==> config.mk <==
export PLATFORM = sky130hd
export DESIGN_NAME = spc_serial_port
export DESIGN_NICKNAME = d
export VERILOG_FILES = /design/src/logic/spc_pkg.sv /design/src/logic/spc_serial_port.sv
export SDC_FILE = /design/constraint.sdc
export NUM_CORES = 1
export LEC_CHECK = 0
export BUFFER_PORTS_ARGS = -buffer_cell sky130_fd_sc_hd__buf_2
export CORE_MARGIN = 2
export CORE_UTILIZATION = 40
export CTS_CLUSTER_SIZE = 16
export DETAILED_ROUTE_END_ITERATION = 6
export PLACE_DENSITY = 0.72
export SETUP_SLACK_MARGIN = 0.15
export SYNTH_ARGS = -nofsm -noshare
export SYNTH_HDL_FRONTEND = slang
export SYNTH_SLANG_ARGS = --single-unit
export TNS_END_PERCENT = 20
==> constraint.sdc <==
create_clock -name clk -period 4.3 [get_ports clk]
set_clock_uncertainty 0.1 [all_clocks]
set_input_delay 0.215 -clock clk [delete_from_list [all_inputs] [get_ports clk]]
set_output_delay 0.215 -clock clk [all_outputs]
set_load 0.1 [all_outputs]
==> src/logic/spc_pkg.sv <==
// constants for the serial port control and transmit status slice
package spc_pkg;
    // ----------------------------------------------------------------
    // register byte offsets
    // ----------------------------------------------------------------
    localparam logic [4:0] OFF_CTRL_ONE = 5'h00;
    localparam logic [4:0] OFF_CTRL_TWO = 5'h04;
    localparam logic [4:0] OFF_STATUS_ONE = 5'h08;
    localparam logic [4:0] OFF_DATA = 5'h0c;
    localparam logic [4:0] OFF_CTRL_AUX = 5'h10;
    // ----------------------------------------------------------------
    // ctrl_reg_two fields
    // ----------------------------------------------------------------
    localparam int B_EMPTY_IRQ_EN = 7;
    localparam int B_DONE_IRQ_EN = 6;
    localparam int B_FULL_IRQ_EN = 5;
    localparam int B_QUIET_IRQ_EN = 4;
    localparam int B_XMIT_SWITCH = 3;
    localparam int B_RX_ON = 2;
    localparam int B_RX_SLEEP = 1;
    localparam int B_BREAK_SEND = 0;
    // ----------------------------------------------------------------
    // ctrl_one, aux and status fields
    // ----------------------------------------------------------------
    localparam int B_LOOPBACK = 7;
    localparam int B_RX_INPUT_CHOICE = 5;
    localparam int B_WAKE_METHOD = 3;
    localparam int B_LINE_DIR = 1;
    localparam int B_LONG_BREAK = 0;
    localparam int B_TX_BUF_EMPTY = 7;
    localparam int B_TX_DONE = 6;
    localparam int B_RX_BUF_FULL = 5;
    localparam int B_LINE_QUIET = 4;
    // ----------------------------------------------------------------
    // reset values and timing
    // ----------------------------------------------------------------
    localparam logic [7:0] RST_CTRL = 8'h00;
    localparam logic [7:0] RST_DATA = 8'h00;
    localparam logic [15:0] BIT_CYCLES = 16'h0010;
    localparam logic [15:0] HALF_BIT_CYCLES = BIT_CYCLES >> 1;
    localparam logic [3:0] FRAME_BITS = 4'ha;
    localparam logic [3:0] BREAK_BITS = 4'ha;
    localparam logic [3:0] LONG_BREAK_BITS = 4'hd;
    localparam logic [19:0] IDLE_CYCLES = 20'(BIT_CYCLES * 10);

    typedef enum logic [1:0] {TX_FREE, TX_BUSY} spc_tx_type;
    typedef enum logic [1:0] {RX_WAIT, RX_START, RX_BITS} spc_rx_type;
endpackage : spc_pkg

==> src/logic/spc_serial_port.sv <==
// serial port control, transmit status, minimal shifter and receiver
// ----------------------------------------------------------------
// Overview of operation
// - empty_irq_en set: tx_buf_empty raises interrupt request
// - done_irq_en set: tx_done_flag raises interrupt request
// - full_irq_en set: rx_buf_full raises interrupt request
// - line_quiet_irq_en set: idle-line flag raises interrupt request
// - transmitter starts frames from idle only with xmit_switch set; port owns output pin
// - single-wire mode: single_line_direction sets output pin direction
// - xmit_switch 0 then 1 queues one idle character
// - after xmit_switch cleared, pin kept until pending traffic ends
// - input pin released when rx_on clear or loopback_select set
// - rx_sleep_request puts receiver in standby until wake condition
// - wake condition clears rx_sleep_request in hardware
// - break_send_ctl 1 then 0 queues one break character
// - break_send_ctl held 1 keeps queuing breaks of 10 or 13 bits
// - a second break may be queued before software clears the bit
// - control register two readable and writable at any time
// - status register read only; flags cleared by read sequences
// - tx_buf_empty set at reset and on buffer-to-shifter transfer
// - tx_buf_empty cleared by status read then data write
// - tx_done_flag set at reset and when empty and shifter idle
// - rx_buf_full set when received character reaches data register
// - idle-line flag set after one quiet character time following activity
// - single-wire mode joins output pin to transmitter and receiver
// ----------------------------------------------------------------
`timescale 1ns/10ps
module spc_serial_port
    import spc_pkg::*;
(
    input wire logic clk,
    input wire logic reset_n,
    input wire logic [4:0] address,
    input wire logic read,
    input wire logic write,
    input wire logic [31:0] writedata,
    output logic [31:0] readdata,
    output logic waitrequest,
    input wire logic serial_out_pin_in,
    output logic serial_out_pin_out,
    output logic serial_out_pin_oe,
    input wire logic serial_in_pin,
    output logic serial_in_pin_owned,
    output logic irq
);
    // ----------------------------------------------------------------
    // reset release
    // ----------------------------------------------------------------
    logic [1:0] rst_pipe;
    logic rst_n;
    always_ff @(posedge clk or negedge reset_n) begin
        if (!reset_n) rst_pipe <= 2'h0;
        else rst_pipe <= {rst_pipe[0], 1'b1};
    end
    assign rst_n = rst_pipe[1];

    // ----------------------------------------------------------------
    // pin synchronisers
    // ----------------------------------------------------------------
    // stage one feeds only stage two; a change counts when 2 and 3 agree
    logic [1:0] sync_a, sync_b, sync_c, pin_f;
    always_ff @(posedge clk or negedge rst_n) begin
        if (!rst_n) begin
            sync_a <= 2'h3;
            sync_b <= 2'h3;
            sync_c <= 2'h3;
            pin_f <= 2'h3;
        end else begin
            sync_a <= {serial_out_pin_in, serial_in_pin};
            sync_b <= sync_a;
            sync_c <= sync_b;
            for (int i = 0; i < 2; i++) begin
                if (sync_b[i] == sync_c[i]) pin_f[i] <= sync_c[i];
            end
        end
    end

    // ----------------------------------------------------------------
    // registers and bus decode
    // ----------------------------------------------------------------
    logic [7:0] ctrl_one, ctrl_two, ctrl_aux, tx_buf, rx_data;
    logic wait_q;
    logic tx_buf_empty, tx_done_flag, rx_buf_full, line_quiet;
    logic empty_armed, done_armed, full_armed, quiet_armed;
    wire wr_acc = write & ~wait_q;
    wire rd_acc = read & ~wait_q;
    wire wr_one = wr_acc & (address == OFF_CTRL_ONE);
    wire wr_two = wr_acc & (address == OFF_CTRL_TWO);
    wire wr_aux = wr_acc & (address == OFF_CTRL_AUX);
    wire wr_data = wr_acc & (address == OFF_DATA);
    wire rd_stat = rd_acc & (address == OFF_STATUS_ONE);
    wire rd_data = rd_acc & (address == OFF_DATA);
    wire [7:0] wd = writedata[7:0];
    wire [7:0] status_one = {tx_buf_empty, tx_done_flag, rx_buf_full,
        line_quiet, 4'h0};
    wire xmit_switch = ctrl_two[B_XMIT_SWITCH];
    wire rx_on = ctrl_two[B_RX_ON];
    wire break_send_ctl = ctrl_two[B_BREAK_SEND];
    wire loopback_select = ctrl_one[B_LOOPBACK];
    wire rx_input_choice = ctrl_one[B_RX_INPUT_CHOICE];
    wire single_wire = loopback_select & rx_input_choice;
    wire wake_method = ctrl_one[B_WAKE_METHOD];

    function automatic logic [7:0] pick(input logic [4:0] a,
        input logic [7:0] c1, input logic [7:0] c2, input logic [7:0] st,
        input logic [7:0] dt, input logic [7:0] ax);
        case (a)
            OFF_CTRL_ONE: pick = c1;
            OFF_CTRL_TWO: pick = c2;
            OFF_STATUS_ONE: pick = st;
            OFF_DATA: pick = dt;
            OFF_CTRL_AUX: pick = ax;
            default: pick = 8'h00;
        endcase
    endfunction : pick

    wire [7:0] rd_mux = pick(address, ctrl_one, ctrl_two, status_one,
        rx_data, ctrl_aux);

    // one wait state: request seen, answer on the following edge
    always_ff @(posedge clk or negedge rst_n) begin
        if (!rst_n) begin
            wait_q <= 1'b1;
            readdata <= 32'h0;
        end else begin
            wait_q <= ~((read | write) & wait_q);
            if (read & wait_q) readdata <= {24'h0, rd_mux};
        end
    end
    assign waitrequest = wait_q;

    // ----------------------------------------------------------------
    // control registers
    // ----------------------------------------------------------------
    logic wake_clear, idle_queue_req, break_queue_req;
    // queue idle on 0 to 1
    wire te_rise = wr_two & wd[B_XMIT_SWITCH] & ~xmit_switch;
    wire sbk_fall = wr_two & ~wd[B_BREAK_SEND] & break_send_ctl;
    wire sbk_set = wr_two & wd[B_BREAK_SEND];
    always_ff @(posedge clk or negedge rst_n) begin
        if (!rst_n) begin
            ctrl_one <= RST_CTRL;
            ctrl_two <= RST_CTRL;
            ctrl_aux <= RST_CTRL;
        end else begin
            if (wr_one) ctrl_one <= wd;
            if (wr_aux) ctrl_aux <= wd & 8'h03;
            if (wr_two) ctrl_two <= wd;
            else if (wake_clear) ctrl_two[B_RX_SLEEP] <= 1'b0;
        end
    end

    // ----------------------------------------------------------------
    // transmitter
    // ----------------------------------------------------------------
    spc_tx_type tx_state;
    logic [12:0] tx_shift;
    logic [3:0] tx_left;
    logic [15:0] tx_cnt;
    logic idle_pending, break_pending, tx_line;
    wire buf_loaded = ~tx_buf_empty;
    wire tx_busy = (tx_state == TX_BUSY);
    wire [3:0] brk_len = ctrl_aux[B_LONG_BREAK] ? LONG_BREAK_BITS : BREAK_BITS;
    wire bit_end = tx_busy & (tx_cnt == BIT_CYCLES - 16'h1);
    wire frame_end = bit_end & (tx_left == 4'h1);
    // fresh frames only while enabled; a running chain drains
    wire shifter_free = (~tx_busy & xmit_switch) | frame_end;
    wire break_go = shifter_free & (break_pending | break_send_ctl);
    wire idle_go = shifter_free & ~break_go & idle_pending;
    // new data only while enabled, buffered data still drains
    wire data_go = shifter_free & ~break_go & ~idle_pending & buf_loaded;
    wire tx_start = break_go | idle_go | data_go;
    assign idle_queue_req = te_rise;
    assign break_queue_req = sbk_fall;

    always_ff @(posedge clk or negedge rst_n) begin
        if (!rst_n) begin
            tx_state <= TX_FREE;
            tx_shift <= 13'h1fff;
            tx_left <= 4'h0;
            tx_cnt <= 16'h0;
        end else if (tx_start) begin
            tx_state <= TX_BUSY;
            tx_cnt <= 16'h0;
            if (break_go) begin
                tx_shift <= 13'h0;
                tx_left <= brk_len;
            end else if (idle_go) begin
                tx_shift <= 13'h1fff;
                tx_left <= FRAME_BITS;
            end else begin
                tx_shift <= {4'hf, tx_buf, 1'b0};
                tx_left <= FRAME_BITS;
            end
        end else if (frame_end) begin
            tx_state <= TX_FREE;
            tx_shift <= 13'h1fff;
        end else if (bit_end) begin
            tx_cnt <= 16'h0;
            tx_shift <= {1'b1, tx_shift[12:1]};
            tx_left <= tx_left - 4'h1;
        end else if (tx_busy) begin
            tx_cnt <= tx_cnt + 16'h1;
        end
    end
    assign tx_line = tx_busy ? tx_shift[0] : 1'b1;

    // request arriving while a break starts stays queued
    always_ff @(posedge clk or negedge rst_n) begin
        if (!rst_n) begin
            idle_pending <= 1'b0;
            break_pending <= 1'b0;
        end else begin
            if (idle_queue_req) idle_pending <= 1'b1;
            else if (idle_go) idle_pending <= 1'b0;
            if (break_queue_req) break_pending <= 1'b1;
            else if (break_go) break_pending <= 1'b0;
        end
    end

    // ----------------------------------------------------------------
    // transmit status flags
    // ----------------------------------------------------------------
    always_ff @(posedge clk or negedge rst_n) begin
        if (!rst_n) begin
            tx_buf <= RST_DATA;
            tx_buf_empty <= 1'b1;
            tx_done_flag <= 1'b1;
            empty_armed <= 1'b0;
            done_armed <= 1'b0;
        end else begin
            if (rd_stat) empty_armed <= tx_buf_empty;
            if (rd_stat) done_armed <= tx_done_flag;
            if (wr_data) tx_buf <= wd;
            // transfer frees the buffer; set wins over clear
            if (data_go) tx_buf_empty <= 1'b1;
            else if (wr_data & empty_armed & tx_buf_empty) begin
                tx_buf_empty <= 1'b0;
                empty_armed <= 1'b0;
            end
            // empty and nothing on the line
            if (tx_buf_empty & ~tx_busy & ~idle_pending & ~break_pending
                & ~break_send_ctl & ~(wr_data & empty_armed)
                & ~te_rise & ~sbk_set)
                tx_done_flag <= 1'b1;
            else if (done_armed & (wr_data | te_rise | sbk_set)) begin
                tx_done_flag <= 1'b0;
                done_armed <= 1'b0;
            end
        end
    end

    // ----------------------------------------------------------------
    // receiver input selection
    // ----------------------------------------------------------------
    // single wire reads the output pin, internal loop reads tx
    wire rx_line = ~loopback_select ? pin_f[0] :
        (rx_input_choice ? pin_f[1] : tx_line);

    // ----------------------------------------------------------------
    // receiver
    // ----------------------------------------------------------------
    spc_rx_type rx_state;
    logic [15:0] rx_cnt;
    logic [3:0] rx_bits;
    logic [8:0] rx_shift;
    logic [19:0] quiet_cnt;
    logic rx_active;
    wire rx_sleep = ctrl_two[B_RX_SLEEP];
    wire rx_sample = (rx_state == RX_BITS) & (rx_cnt == BIT_CYCLES - 16'h1);
    wire rx_done = rx_sample & (rx_bits == FRAME_BITS - 4'h2);
    wire [7:0] rx_byte = rx_shift[8:1];
    wire quiet_hit = rx_active & (quiet_cnt == IDLE_CYCLES - 20'h1);
    // standby blocks delivery; wake by mark bit or quiet line
    wire wake_by_mark = rx_done & rx_sleep & wake_method & rx_shift[8];
    wire wake_by_quiet = quiet_hit & rx_sleep & ~wake_method;
    wire deliver = rx_done & (~rx_sleep | wake_by_mark);
    assign wake_clear = wake_by_mark | wake_by_quiet;

    always_ff @(posedge clk or negedge rst_n) begin
        if (!rst_n) begin
            rx_state <= RX_WAIT;
            rx_cnt <= 16'h0;
            rx_bits <= 4'h0;
            rx_shift <= 9'h0;
        end else if (!rx_on) begin
            rx_state <= RX_WAIT;
        end else begin
            case (rx_state)
                RX_WAIT: begin
                    rx_cnt <= 16'h0;
                    if (!rx_line) rx_state <= RX_START;
                end
                RX_START: begin
                    rx_cnt <= rx_cnt + 16'h1;
                    if (rx_line) rx_state <= RX_WAIT;
                    else if (rx_cnt == HALF_BIT_CYCLES - 16'h1) begin
                        rx_state <= RX_BITS;
                        rx_cnt <= 16'h0;
                        rx_bits <= 4'h0;
                    end
                end
                RX_BITS: begin
                    rx_cnt <= rx_cnt + 16'h1;
                    if (rx_sample) begin
                        rx_cnt <= 16'h0;
                        rx_bits <= rx_bits + 4'h1;
                        rx_shift <= {rx_line, rx_shift[8:1]};
                        if (rx_done) rx_state <= RX_WAIT;
                    end
                end
                default: rx_state <= RX_WAIT;
            endcase
        end
    end

    // ----------------------------------------------------------------
    // receive flags
    // ----------------------------------------------------------------
    always_ff @(posedge clk or negedge rst_n) begin
        if (!rst_n) begin
            rx_data <= RST_DATA;
            rx_buf_full <= 1'b0;
            line_quiet <= 1'b0;
            full_armed <= 1'b0;
            quiet_armed <= 1'b0;
            rx_active <= 1'b0;
            quiet_cnt <= 20'h0;
        end else begin
            if (rd_stat) full_armed <= rx_buf_full;
            if (rd_stat) quiet_armed <= line_quiet;
            if (deliver) rx_data <= rx_byte;
            // character reaches data register; set wins
            if (deliver) rx_buf_full <= 1'b1;
            else if (rd_data & full_armed) begin
                rx_buf_full <= 1'b0;
                full_armed <= 1'b0;
            end
            // one quiet character time after activity, once only
            if (quiet_hit & ~rx_sleep) line_quiet <= 1'b1;
            else if (rd_data & quiet_armed) begin
                line_quiet <= 1'b0;
                quiet_armed <= 1'b0;
            end
            if (!rx_on || !rx_line || rx_state != RX_WAIT)
                quiet_cnt <= 20'h0;
            else if (rx_active) quiet_cnt <= quiet_cnt + 20'h1;
            if (rx_done) rx_active <= 1'b1;
            else if (quiet_hit) rx_active <= 1'b0;
        end
    end

    // ----------------------------------------------------------------
    // pins and interrupt
    // ----------------------------------------------------------------
    // keep pin while xmit_switch is set or a frame is shifting
    wire tx_owned = xmit_switch | tx_busy;
    // direction bit gates the drive in single-wire mode
    wire next_oe = tx_owned & (~single_wire | ctrl_aux[B_LINE_DIR]);
    // input pin released when off or looped
    wire next_in_owned = rx_on & ~loopback_select;
    wire next_irq = (ctrl_two[B_EMPTY_IRQ_EN] & tx_buf_empty)
        | (ctrl_two[B_DONE_IRQ_EN] & tx_done_flag)
        | (ctrl_two[B_FULL_IRQ_EN] & rx_buf_full)
        | (ctrl_two[B_QUIET_IRQ_EN] & line_quiet);
    always_ff @(posedge clk or negedge rst_n) begin
        if (!rst_n) begin
            serial_out_pin_out <= 1'b1;
            serial_out_pin_oe <= 1'b0;
            serial_in_pin_owned <= 1'b0;
            irq <= 1'b0;
        end else begin
            serial_out_pin_out <= tx_line;
            serial_out_pin_oe <= next_oe;
            serial_in_pin_owned <= next_in_owned;
            irq <= next_irq;
        end
    end
endmodule : spc_serial_port

# ---- Word level (Yosys, flattened, before mapping)
# Index checks and enable logic that the tools add are counted.
dict set report totals {
  regBits 154
  in_bits 43
  output_inout_bits 37
  wordCells 242
}
dict set report classes {
  n_addsub 5
  eq_ne 23
  mux 65
  n_bitwise 83
  reduce_logical 28
}
# op n
set ops {}
lappend ops {{16-bit 2-to-1 mux} 7}
lappend ops {{1-bit AND} 52}
lappend ops {{13-bit 2-to-1 mux} 4}
lappend ops {{16-bit case mux with 3 select lines} 1}
lappend ops {{20-bit 2-to-1 mux} 2}
lappend ops {{8-bit case mux with 5 select lines} 1}
lappend ops {{16-bit by 1-bit adder with 16-bit output (second input constant)} 2}
lappend ops {{16-bit by 4-bit == test with 1-bit output (second input constant)} 2}
lappend ops {{1-bit 2-to-1 mux} 31}
lappend ops {{2-bit nonzero test} 13}
lappend ops {{4-bit 2-to-1 mux} 6}
lappend ops {{20-bit by 1-bit adder with 20-bit output (second input constant)} 1}
lappend ops {{20-bit by 8-bit == test with 1-bit output (second input constant)} 1}
lappend ops {{1-bit NOT} 17}
lappend ops {{16-bit by 3-bit == test with 1-bit output (second input constant)} 1}
lappend ops {{2-bit 2-to-1 mux} 8}
lappend ops {{1-bit bitwise OR} 14}
lappend ops {{5-bit by 4-bit == test with 1-bit output (second input constant)} 2}
lappend ops {{9-bit 2-to-1 mux} 1}
lappend ops {{3-bit != test (second input constant)} 3}
lappend ops {{3-bit nonzero test} 3}
lappend ops {{4-bit case mux with 2 select lines} 1}
lappend ops {{3-bit 2-to-1 mux} 2}
lappend ops {{2-bit != test (second input constant)} 3}
lappend ops {{other kinds (20)} 26}

# ---- Depth between registers and ports, before layout
# Gate-level depths: netlist (run 1).
dict set report depth {
  depth_word 12
  ltp_mapped 10
  depth_no_buf 8
}

# ---- Worst setup path after synthesis (run 1)
# No wires, ideal clock.
dict set report synth_timing {
  kind {reg-to-reg}
  startpoint {register tx_cnt[0]}
  endpoint {register tx_left[3]}
  setup_ns 0.139
  t_arrival_ns 1.933
  required_ns 4.061
  setup_slack_ns 2.128
  stages_incl_launch_ff 8
  cell_sequence {dfrtp_1 -> ha_1 -> and3_1 -> clkbuf_1 -> and2_1 -> a31oi_1 -> o31a_1 -> or4_1}
}
dict set report synth_between {
  elab_chain_cells 12
  elab_cells_between_ends 16
  classes_between {eq/ne: 2; mux: 1; bitwise: 11; reduce/logical: 2}
}
# item line_no
set synth_lines {}
lappend synth_lines {{start, declared} spc_serial_port.sv:159} ;# logic [15:0] tx_cnt;
lappend synth_lines {{start signal, assigned} spc_serial_port.sv:203} ;# tx_cnt <= tx_cnt + 16'h1;
lappend synth_lines {{16-bit by 4-bit == test with 1-bit output (*)} spc_serial_port.sv:164} ;# wire bit_end = tx_busy & (tx_cnt == BIT_CYCLES - 16'h1);
lappend synth_lines {{1-bit AND (*)} spc_serial_port.sv:164}
lappend synth_lines {{1-bit AND} spc_serial_port.sv:165} ;# wire frame_end = bit_end & (tx_left == 4'h1);
lappend synth_lines {{1-bit bitwise OR} spc_serial_port.sv:167} ;# wire shifter_free = (~tx_busy & xmit_switch) | frame_end;
lappend synth_lines {{1-bit AND} spc_serial_port.sv:168} ;# wire break_go = shifter_free & (break_pending | break_send_ctl);
lappend synth_lines {{1-bit NOT} {spc_serial_port.sv:169, spc_serial_port.sv:171}}
lappend synth_lines {{1-bit AND} {spc_serial_port.sv:169, spc_serial_port.sv:171}}
lappend synth_lines {{1-bit AND (on tied branches)} {spc_serial_port.sv:169, spc_serial_port.sv:171}}
lappend synth_lines {{1-bit bitwise OR or 1-bit AND (tied branches)} {spc_serial_port.sv:172, spc_serial_port.sv:171}}
lappend synth_lines {{1-bit bitwise OR} spc_serial_port.sv:172} ;# wire tx_start = break_go | idle_go | data_go;
lappend synth_lines {{2-bit by 1-bit != test with 1-bit output (no source line) or 2-bit nonzero test (tied branches)} --}
lappend synth_lines {{2-bit AND reduction (no source line)} --}
lappend synth_lines {{end signal, assigned} spc_serial_port.sv:187} ;# tx_left <= brk_len;
lappend synth_lines {{end signal, assigned} spc_serial_port.sv:201} ;# tx_left <= tx_left - 4'h1;
lappend synth_lines {{end, declared} spc_serial_port.sv:158} ;# logic [3:0] tx_left;
# Every way passes the cells marked *; elsewhere a longest branch is shown, timed or not.
# A chain may end at the register's enable or synchronous reset.

# ---- Worst setup path after layout (run 1)
dict set report layout_timing {
  startpoint {register tx_buf_empty}
  endpoint {register tx_cnt[15]}
}
dict set report layout_between {
  elab_chain_cells 5
  elab_cells_between_ends 7
  classes_between {eq/ne: 1; mux: 1; bitwise: 3; reduce/logical: 2}
}
# item line_no
set layout_lines {}
lappend layout_lines {{start, declared} spc_serial_port.sv:83} ;# logic tx_buf_empty, tx_done_flag, rx_buf_full, line_quiet;
lappend layout_lines {{start signal, assigned} spc_serial_port.sv:227} ;# tx_buf_empty <= 1'b1;
lappend layout_lines {{start signal, assigned} spc_serial_port.sv:236} ;# if (data_go) tx_buf_empty <= 1'b1;
lappend layout_lines {{start signal, assigned} spc_serial_port.sv:238} ;# tx_buf_empty <= 1'b0;
lappend layout_lines {{1-bit NOT (*)} spc_serial_port.sv:161} ;# wire buf_loaded = ~tx_buf_empty;
lappend layout_lines {{1-bit AND (*)} spc_serial_port.sv:171} ;# wire data_go = shifter_free & ~break_go & ~idle_pending & buf_loaded;
lappend layout_lines {{1-bit bitwise OR (*)} spc_serial_port.sv:172}
lappend layout_lines {{2-bit by 1-bit != test with 1-bit output (no source line) or 3-bit nonzero test (tied branches)} --}
lappend layout_lines {{2-bit AND reduction (no source line)} --}
# Marked as above.

==> results of run 1 <==
timing repair:
| item | CTS | global route |
|---|---|---|
| gates resized for setup | 0 | 0 |
| hold buffers | 13 | 0 |
| endpoints found under the hold margin | 23 | 0 |
metal layers:
metal  vias up  share of wire [%]  wire (microns)  global-route usage (%)
met5         -                  0               0                       0
met4         0               0.78             133                    4.61
met3        12                3.6             602                    3.49
met2       110                 49            8290                    26.6
met1      3017                 47            7930                    22.4
li1       2912                  -               -                       -
state kept, by name, indices dropped and copies added, names as in the netlist, 2 cells and up:
name and count:
quiet_cnt 20, rx_cnt 16, tx_cnt 16, tx_shift 13, ctrl_one 8, ctrl_two 8
readdata 8, rx_data 8, rx_shift 8, tx_buf 8, rx_bits 4, tx_left 4
ctrl_aux 2, pin_f 2, rst_pipe 2, rx_state 2, sync_a 2, sync_b 2
sync_c 2
cell families (layout without fill, tap and decap cells):
logic type      after synthesis  in the layout  share of synthesized area [%]
simple gates                308            308                           20.8
compound gates              180            180                           15.9
flops                       152            152                           48.1
buf+inv                      82            104                           5.54
mux                          41             41                           5.70
xor+xnor                     16             16                           1.76
fa+ha+maj                    14             14                           2.13
other cells                   2             25                         0.0942
power by group through the flow:
stage	Combinational, mW	Sequential, mW	Clock, mW
after global routing	0.817	1.76	1.61
after detailed placement	0.740	1.76	0
after global placement	0.726	1.76	0
final	0.755	1.74	1.50
after CTS	0.758	1.74	1.53
after floorplan	0.542	1.84	0
how the worst max path moves through the flow:
stage,from,end,slack [ps],cells after the start
global route,tx_buf_empty,tx_cnt[0],1100,6
detailed placement,tx_buf_empty,tx_cnt[0],1360,6
global placement,tx_buf_empty,tx_cnt[0],1390,6
floorplan,rst_pipe[1],break_pending,1700,0
CTS,tx_buf_empty,tx_cnt[15],1280,5
finish,tx_buf_empty,tx_cnt[15],1270,5
final cells by class:
cell class                      count  share of cell area [%]
Clock buffer                       23                    5.11
Clock inverter                      9                    1.42
Timing Repair Buffer               50                    3.82
Sequential cell                   152                    42.8
Inverter                           22                   0.921
Tap cell                          265                    3.70
Multi-Input combinational cell    584                    42.2
through the flow:
stage	util [%]	instance area [sq um]	total power, mW	setup slack [ps]	hold slack, ps
2_1_floorplan	-	8060	2.38	1700	-181
3_3_place_gp	42.3	8250	2.48	1390	-99.4
3_5_place_dp	42.3	8250	2.50	1360	-97.2
4_1_cts	45.9	8970	4.03	1280	4.23
5_1_grt	45.9	8970	4.19	1100	21.1
6_report	45.9	8970	3.99	1270	34.6
placed cells by master (no fill, tap or decap), drive strengths merged, types with 10 or more instances in the layout:
cell type,netlist,layout
a21oi,32,32
a22o,10,10
and2,10,10
and3,10,10
buf,37,37
clkbuf,23,23
conb,2,25
dfrtp,127,127
dfstp,25,25
dlygate4sd3,0,13
ha,12,12
inv,22,22
mux2,35,35
nand2,93,93
nand3,29,29
nand4,15,15
nor2,47,47
nor2b,19,19
nor3,15,15
nor4,16,16
o21a,11,11
o21ai,42,42
o221ai,11,11
xnor2,11,11
==> run metrics, run 1 <==
biggest area consumer among synthesized cells dfrtp_1; core area 19,500 sq um; post-synthesis instance total 795; crit path kind register to register; largest net degree at the start of global routing 139; setup violators final 0; grt ovf 0; P_sw 1.24 mW; DR DRC count 0; synth unique cells 78; Final Cycle Share 70.5%; Max Slew Vio Count 0; Critical Path Fanout Max 28; share of cells above drive strength 1 17.1%; leakage power 3.83 nW; most frequent CP cell a21oi_1; Max-cap violations 0; combinational cell fraction of total power 18.9%; reg-to-reg startpoint tx_buf_empty; hold path depth 2; Global Route Usage Sum 16.5%; Peak supply drop 0.204 mV; Bufs on Longest Clock Path 2; Post-DRT Antenna Nets 0; Placer Congestion 0.801; Port Buffers 31; Vias 6,051; Seq cells post-synth 152; Die Y 145 microns; # rows 51; Yosys warnings 0; CTS sink cnt 152; Seq pwr share 43.6%; worst r2r dst tx_cnt[15]; clock-pin slew on the worst setup and hold paths 60 ps; top cell type's share of synthesized area 39.8%; CP endpoint kind register; H-Tree Depth 4; final critical-path required period 3030 ps; Slew HR 31.0%; PD cells 445 nW/um^2; min-delay worst type input port to register; Antenna Diode Count 0; R2R Setup Slk 1270 ps; Bufs and invs on worst path 0; vias in the first global route 5,809; R2R depth 5; final non-filler cell total 1,105; CTS tree yes; commonest cells in the netlist 127 x dfrtp_1, 93 x nand2_1, 46 x nor2_1; Register Area 3840 sq um; worst skew pair latency 430 ps; cell with the most instances after synthesis dfrtp_1; WHS Endpoint ctrl_aux[0]; setup_tns 0 ps; DR WL/cell 15.3 microns; Area Growth Syn to Fin 12.4%; Post-synth ARST share 100%; # Post-CTS Setup Buffers 0; Fill cells 1,844; Fmax 330 MHz; DIE WIDTH 145 microns; Root Driver clkbuf_16; number of antenna violations at the first check in global routing 0; First DRT Iteration DRCs 450; CP top delay family compound AO/OA/AOI/OAI gates; # IOs 80; worst path cell trace or4b_1 -> a21oi_1 -> a31o_1 -> o31ai_1 -> a21oi_1; Area contributors post-synth dfrtp_1 40%, dfstp_2 8.2%, mux2_2 4.8%, nand2_1 4.4%, o21ai_0 2.5%; Multi-input gate area 3780 sq um; Fin. Hold Viols 0; switch share 31.1%; worst slew pin tran 1030 ps; unrepaired setup endpoints after global routing false; CP startpoint kind register; max incr delay on CP 780 ps; first-pass GRT wire length 28,800 microns; wirelength, routed 17,000 microns; hold_sp writedata[0]; Netlist Area Pre-Place 7980 sq um; clock group share of total power 37.5%; Req. time, crit path 4540 ps; Initial Utilization 40.8%; Critical-path top delay cell or4b_1; register area share after synthesis 48.1%; outcome completed; Primary FF master, synth dfrtp_1; DR pass1 iterations 5; die area 21,100 sq um; EDFF count, synth 0; internal power 2.75 mW; Vias/cell 5.48; number of nets in the layout 882; Worst Path Arrival 3270 ps; Inst Count DP 1,060; total clock buffers created by CTS 17; Syn Area/Cell 10.0 sq um; hpwl dp 11,400 microns
No activity file was read; power rests on OpenSTA's default activity.
==> run 2: changes to the inputs <==
Settings changed: PLACE_DENSITY 0.72 to 0.7.
Clock period 4.3 ns to 3.1 ns, I/O delays scaled along.
==> run 2 against run 1 <==
Clock-buffer cell count unchanged. Wire length increased by 0.13%. Worst setup slack got worse by 840 ps. Global-route usage decreased by 0.14 points. First-iteration DRC count decreased by 1.8%. Critical path depth decreased by 1. Non-clock buffer count increased by 10. Sequential share of layout area decreased by 0.24 points. Via count decreased by 0.74%. Total power increased by 35%. Combinational power increased by 40%. Critical path type unchanged. Critical endpoint is now tx_left[3].
==> run metrics, run 2 (synthesis gave the netlist of run 1 again) <==
outcome completed (unchanged); share of cells above drive strength 1 18.2% (was 17.1%); number of antenna violations at the first check in global routing 0 (unchanged); max incr delay on CP 770 ps (was 780 ps); clock group share of total power 35.7% (was 37.5%); hpwl dp 11,400 microns (about the same); Seq pwr share 44.7% (was 43.6%); Fmax 374 MHz (was 330 MHz); # IOs 80 (unchanged); worst slew pin tran 879 ps (was 1030 ps); Critical-path top delay cell or4b_1 (unchanged); Peak supply drop 0.420 mV (was 0.204 mV); leakage power 3.84 nW (was 3.83 nW); P_sw 1.77 mW (was 1.24 mW); DR WL/cell 15.2 microns (was 15.3 microns); Die Y 145 microns (unchanged); Multi-input gate area 3780 sq um (unchanged); setup_tns 0 ps (unchanged); DR pass1 iterations 5 (unchanged); Vias/cell 5.39 (was 5.48); Area Growth Syn to Fin 13.1% (was 12.4%); hold path depth 3 (was 2); Post-DRT Antenna Nets 0 (unchanged); Placer Congestion 0.804 (was 0.801); combinational cell fraction of total power 19.6% (was 18.9%); R2R depth 4 (was 5); most frequent cells in the layout 126 x dfrtp_1, 93 x nand2_1, 46 x nor2_1 (unchanged); CTS resizes 0 (unchanged); Antenna Diode Count 0 (unchanged); CTS tree yes (unchanged); setup violators final 0 (unchanged); clock-pin slew on the worst setup and hold paths 60 ps (about the same); Initial Utilization 40.8% (unchanged); crit path kind register to register (unchanged); die area 21,100 sq um (unchanged); final critical-path required period 2670 ps (was 3030 ps); reg-to-reg startpoint tx_buf_empty (unchanged); DR DRC count 0 (unchanged); CP endpoint kind register (unchanged); unrepaired setup endpoints after global routing false (unchanged); Fill cells 1,848 (was 1,844); Port Buffers 31 (unchanged); most common cell after layout, fill and taps aside dfrtp_1 (unchanged); Power Total 5.41 mW (was 3.99 mW); total clock buffers created by CTS 17 (unchanged); # rows 51 (unchanged); max reg flops 20 (unchanged); Final Cycle Share 86.2% (was 70.5%); H-Tree Depth 4 (unchanged); Global Route Usage Sum 16.3% (was 16.5%); R2R Setup Slk 430 ps (was 1270 ps); WHS Endpoint ctrl_two[4] (was ctrl_aux[0]); worst r2r dst tx_left[3] (was tx_cnt[15]); Slew HR 39.9% (was 31.0%); Max Slew Vio Count 0 (unchanged); DIE WIDTH 145 microns (unchanged); switch share 32.7% (was 31.1%); min-delay worst type input port to register (unchanged); hold_sp address[3] (was writedata[0]); biggest regs quiet_cnt: 20 flops, rx_cnt: 16 flops, tx_cnt: 16 flops (unchanged); Bufs on Longest Clock Path 2 (unchanged); first-pass GRT wire length 28,300 microns (was 28,800 microns); internal power 3.64 mW (was 2.75 mW); Worst Path Arrival 2870 ps (was 3270 ps); wirelength, routed 17,000 microns (about the same); number of nets in the layout 892 (was 882); WHS 121 ps (was 34.6 ps); Critical Path Fanout Max 17 (was 28); Biggest register quiet_cnt (unchanged); CTS sink cnt 152 (unchanged); Root Driver clkbuf_16 (unchanged); core area 19,500 sq um (unchanged); First DRT Iteration DRCs 442 (was 450); Fin. Hold Viols 0 (unchanged); largest net degree at the start of global routing 55 (was 139); hold-fix buffers at CTS 14 (was 13); PD cells 600 nW/um^2 (was 445 nW/um^2); worst skew pair latency 440 ps (was 430 ps); Max-cap violations 0 (unchanged); CP startpoint kind register (unchanged); worst path cell trace or4b_1 -> a31oi_1 -> nor4_1 -> or4_1 (was or4b_1 -> a21oi_1 -> a31o_1 -> o31ai_1 -> a21oi_1); vias in the first global route 5,679 (was 5,809); grt ovf 0 (unchanged); # Post-CTS Setup Buffers 0 (unchanged); Req. time, crit path 3290 ps (was 4540 ps); Vias 6,006 (was 6,051); Register Area 3840 sq um (unchanged)
## run 2: cell types whose count changed in the layout (fill, tap and decap cells not counted), moves of 2 or more
cell	previous run	this run
clkinv_2	4	1
clkbuf_8	1	3
bufinv_16	3	0
inv_6	0	2
buf_4	5	13
clkinv_4	2	0
clkinvlp_4	0	6
clkbuf_1	5	3
## run 2: critical path: cells and delay by family (launching register included)
family,cells,cell delay (ps)
AO/OA/AOI/OAI,1,360
AND/OR/NAND/NOR,3,1360
flip-flops,1,700
## run 2: power by group through the flow
| stage | sequential, mW | combinational [mW] | clock [mW] |
|---|---|---|---|
| detailed placement | 2.45 | 1.04 | 0 |
| global placement | 2.45 | 1.02 | 0 |
| finish | 2.42 | 1.06 | 1.93 |
| CTS | 2.42 | 1.06 | 1.97 |
| global route | 2.46 | 1.16 | 2.05 |
| floorplan | 2.55 | 0.752 | 0 |
## run 2: how the worst max path moves through the flow
stage | from | end | slack [ps] | depth (start not counted)
after floorplan | rst_pipe[1] | break_pending | 500 | 0
after global placement | tx_buf_empty | tx_left[3] | 520 | 4
after detailed placement | tx_buf_empty | tx_left[3] | 420 | 4
after CTS | tx_buf_empty | tx_left[3] | 420 | 4
after global routing | tx_buf_empty | tx_cnt[0] | 330 | 7
final | tx_buf_empty | tx_left[3] | 430 | 4
## run 2: per-layer routing
layer	track usage, %	share of wire, %	up-vias
met2	25.7	47	99
met3	3.87	3.4	23
met1	22.5	48	2954
met5	0	0	-
met4	4.95	1.3	0
li1	-	-	2930
## run 2: final cells by class
type / count / area share [%]
tap: 265 / 3.68
sequential: 152 / 42.6
clock buffer: 23 / 5.30
multi-input combinational: 584 / 42.0
clock inverter: 9 / 0.749
inverter: 22 / 0.916
timing repair buffer: 60 / 4.80
## run 2: stage by stage
stage	area, sq um	utilization (%)	setup WS, ps	instances
after floorplan	8060	-	504	818
after global placement	8330	42.7	525	1069
after global routing	9020	46.2	333	1115
after detailed placement	8330	42.7	418	1069
after CTS	9020	46.2	418	1115
final	9020	46.2	428	1115
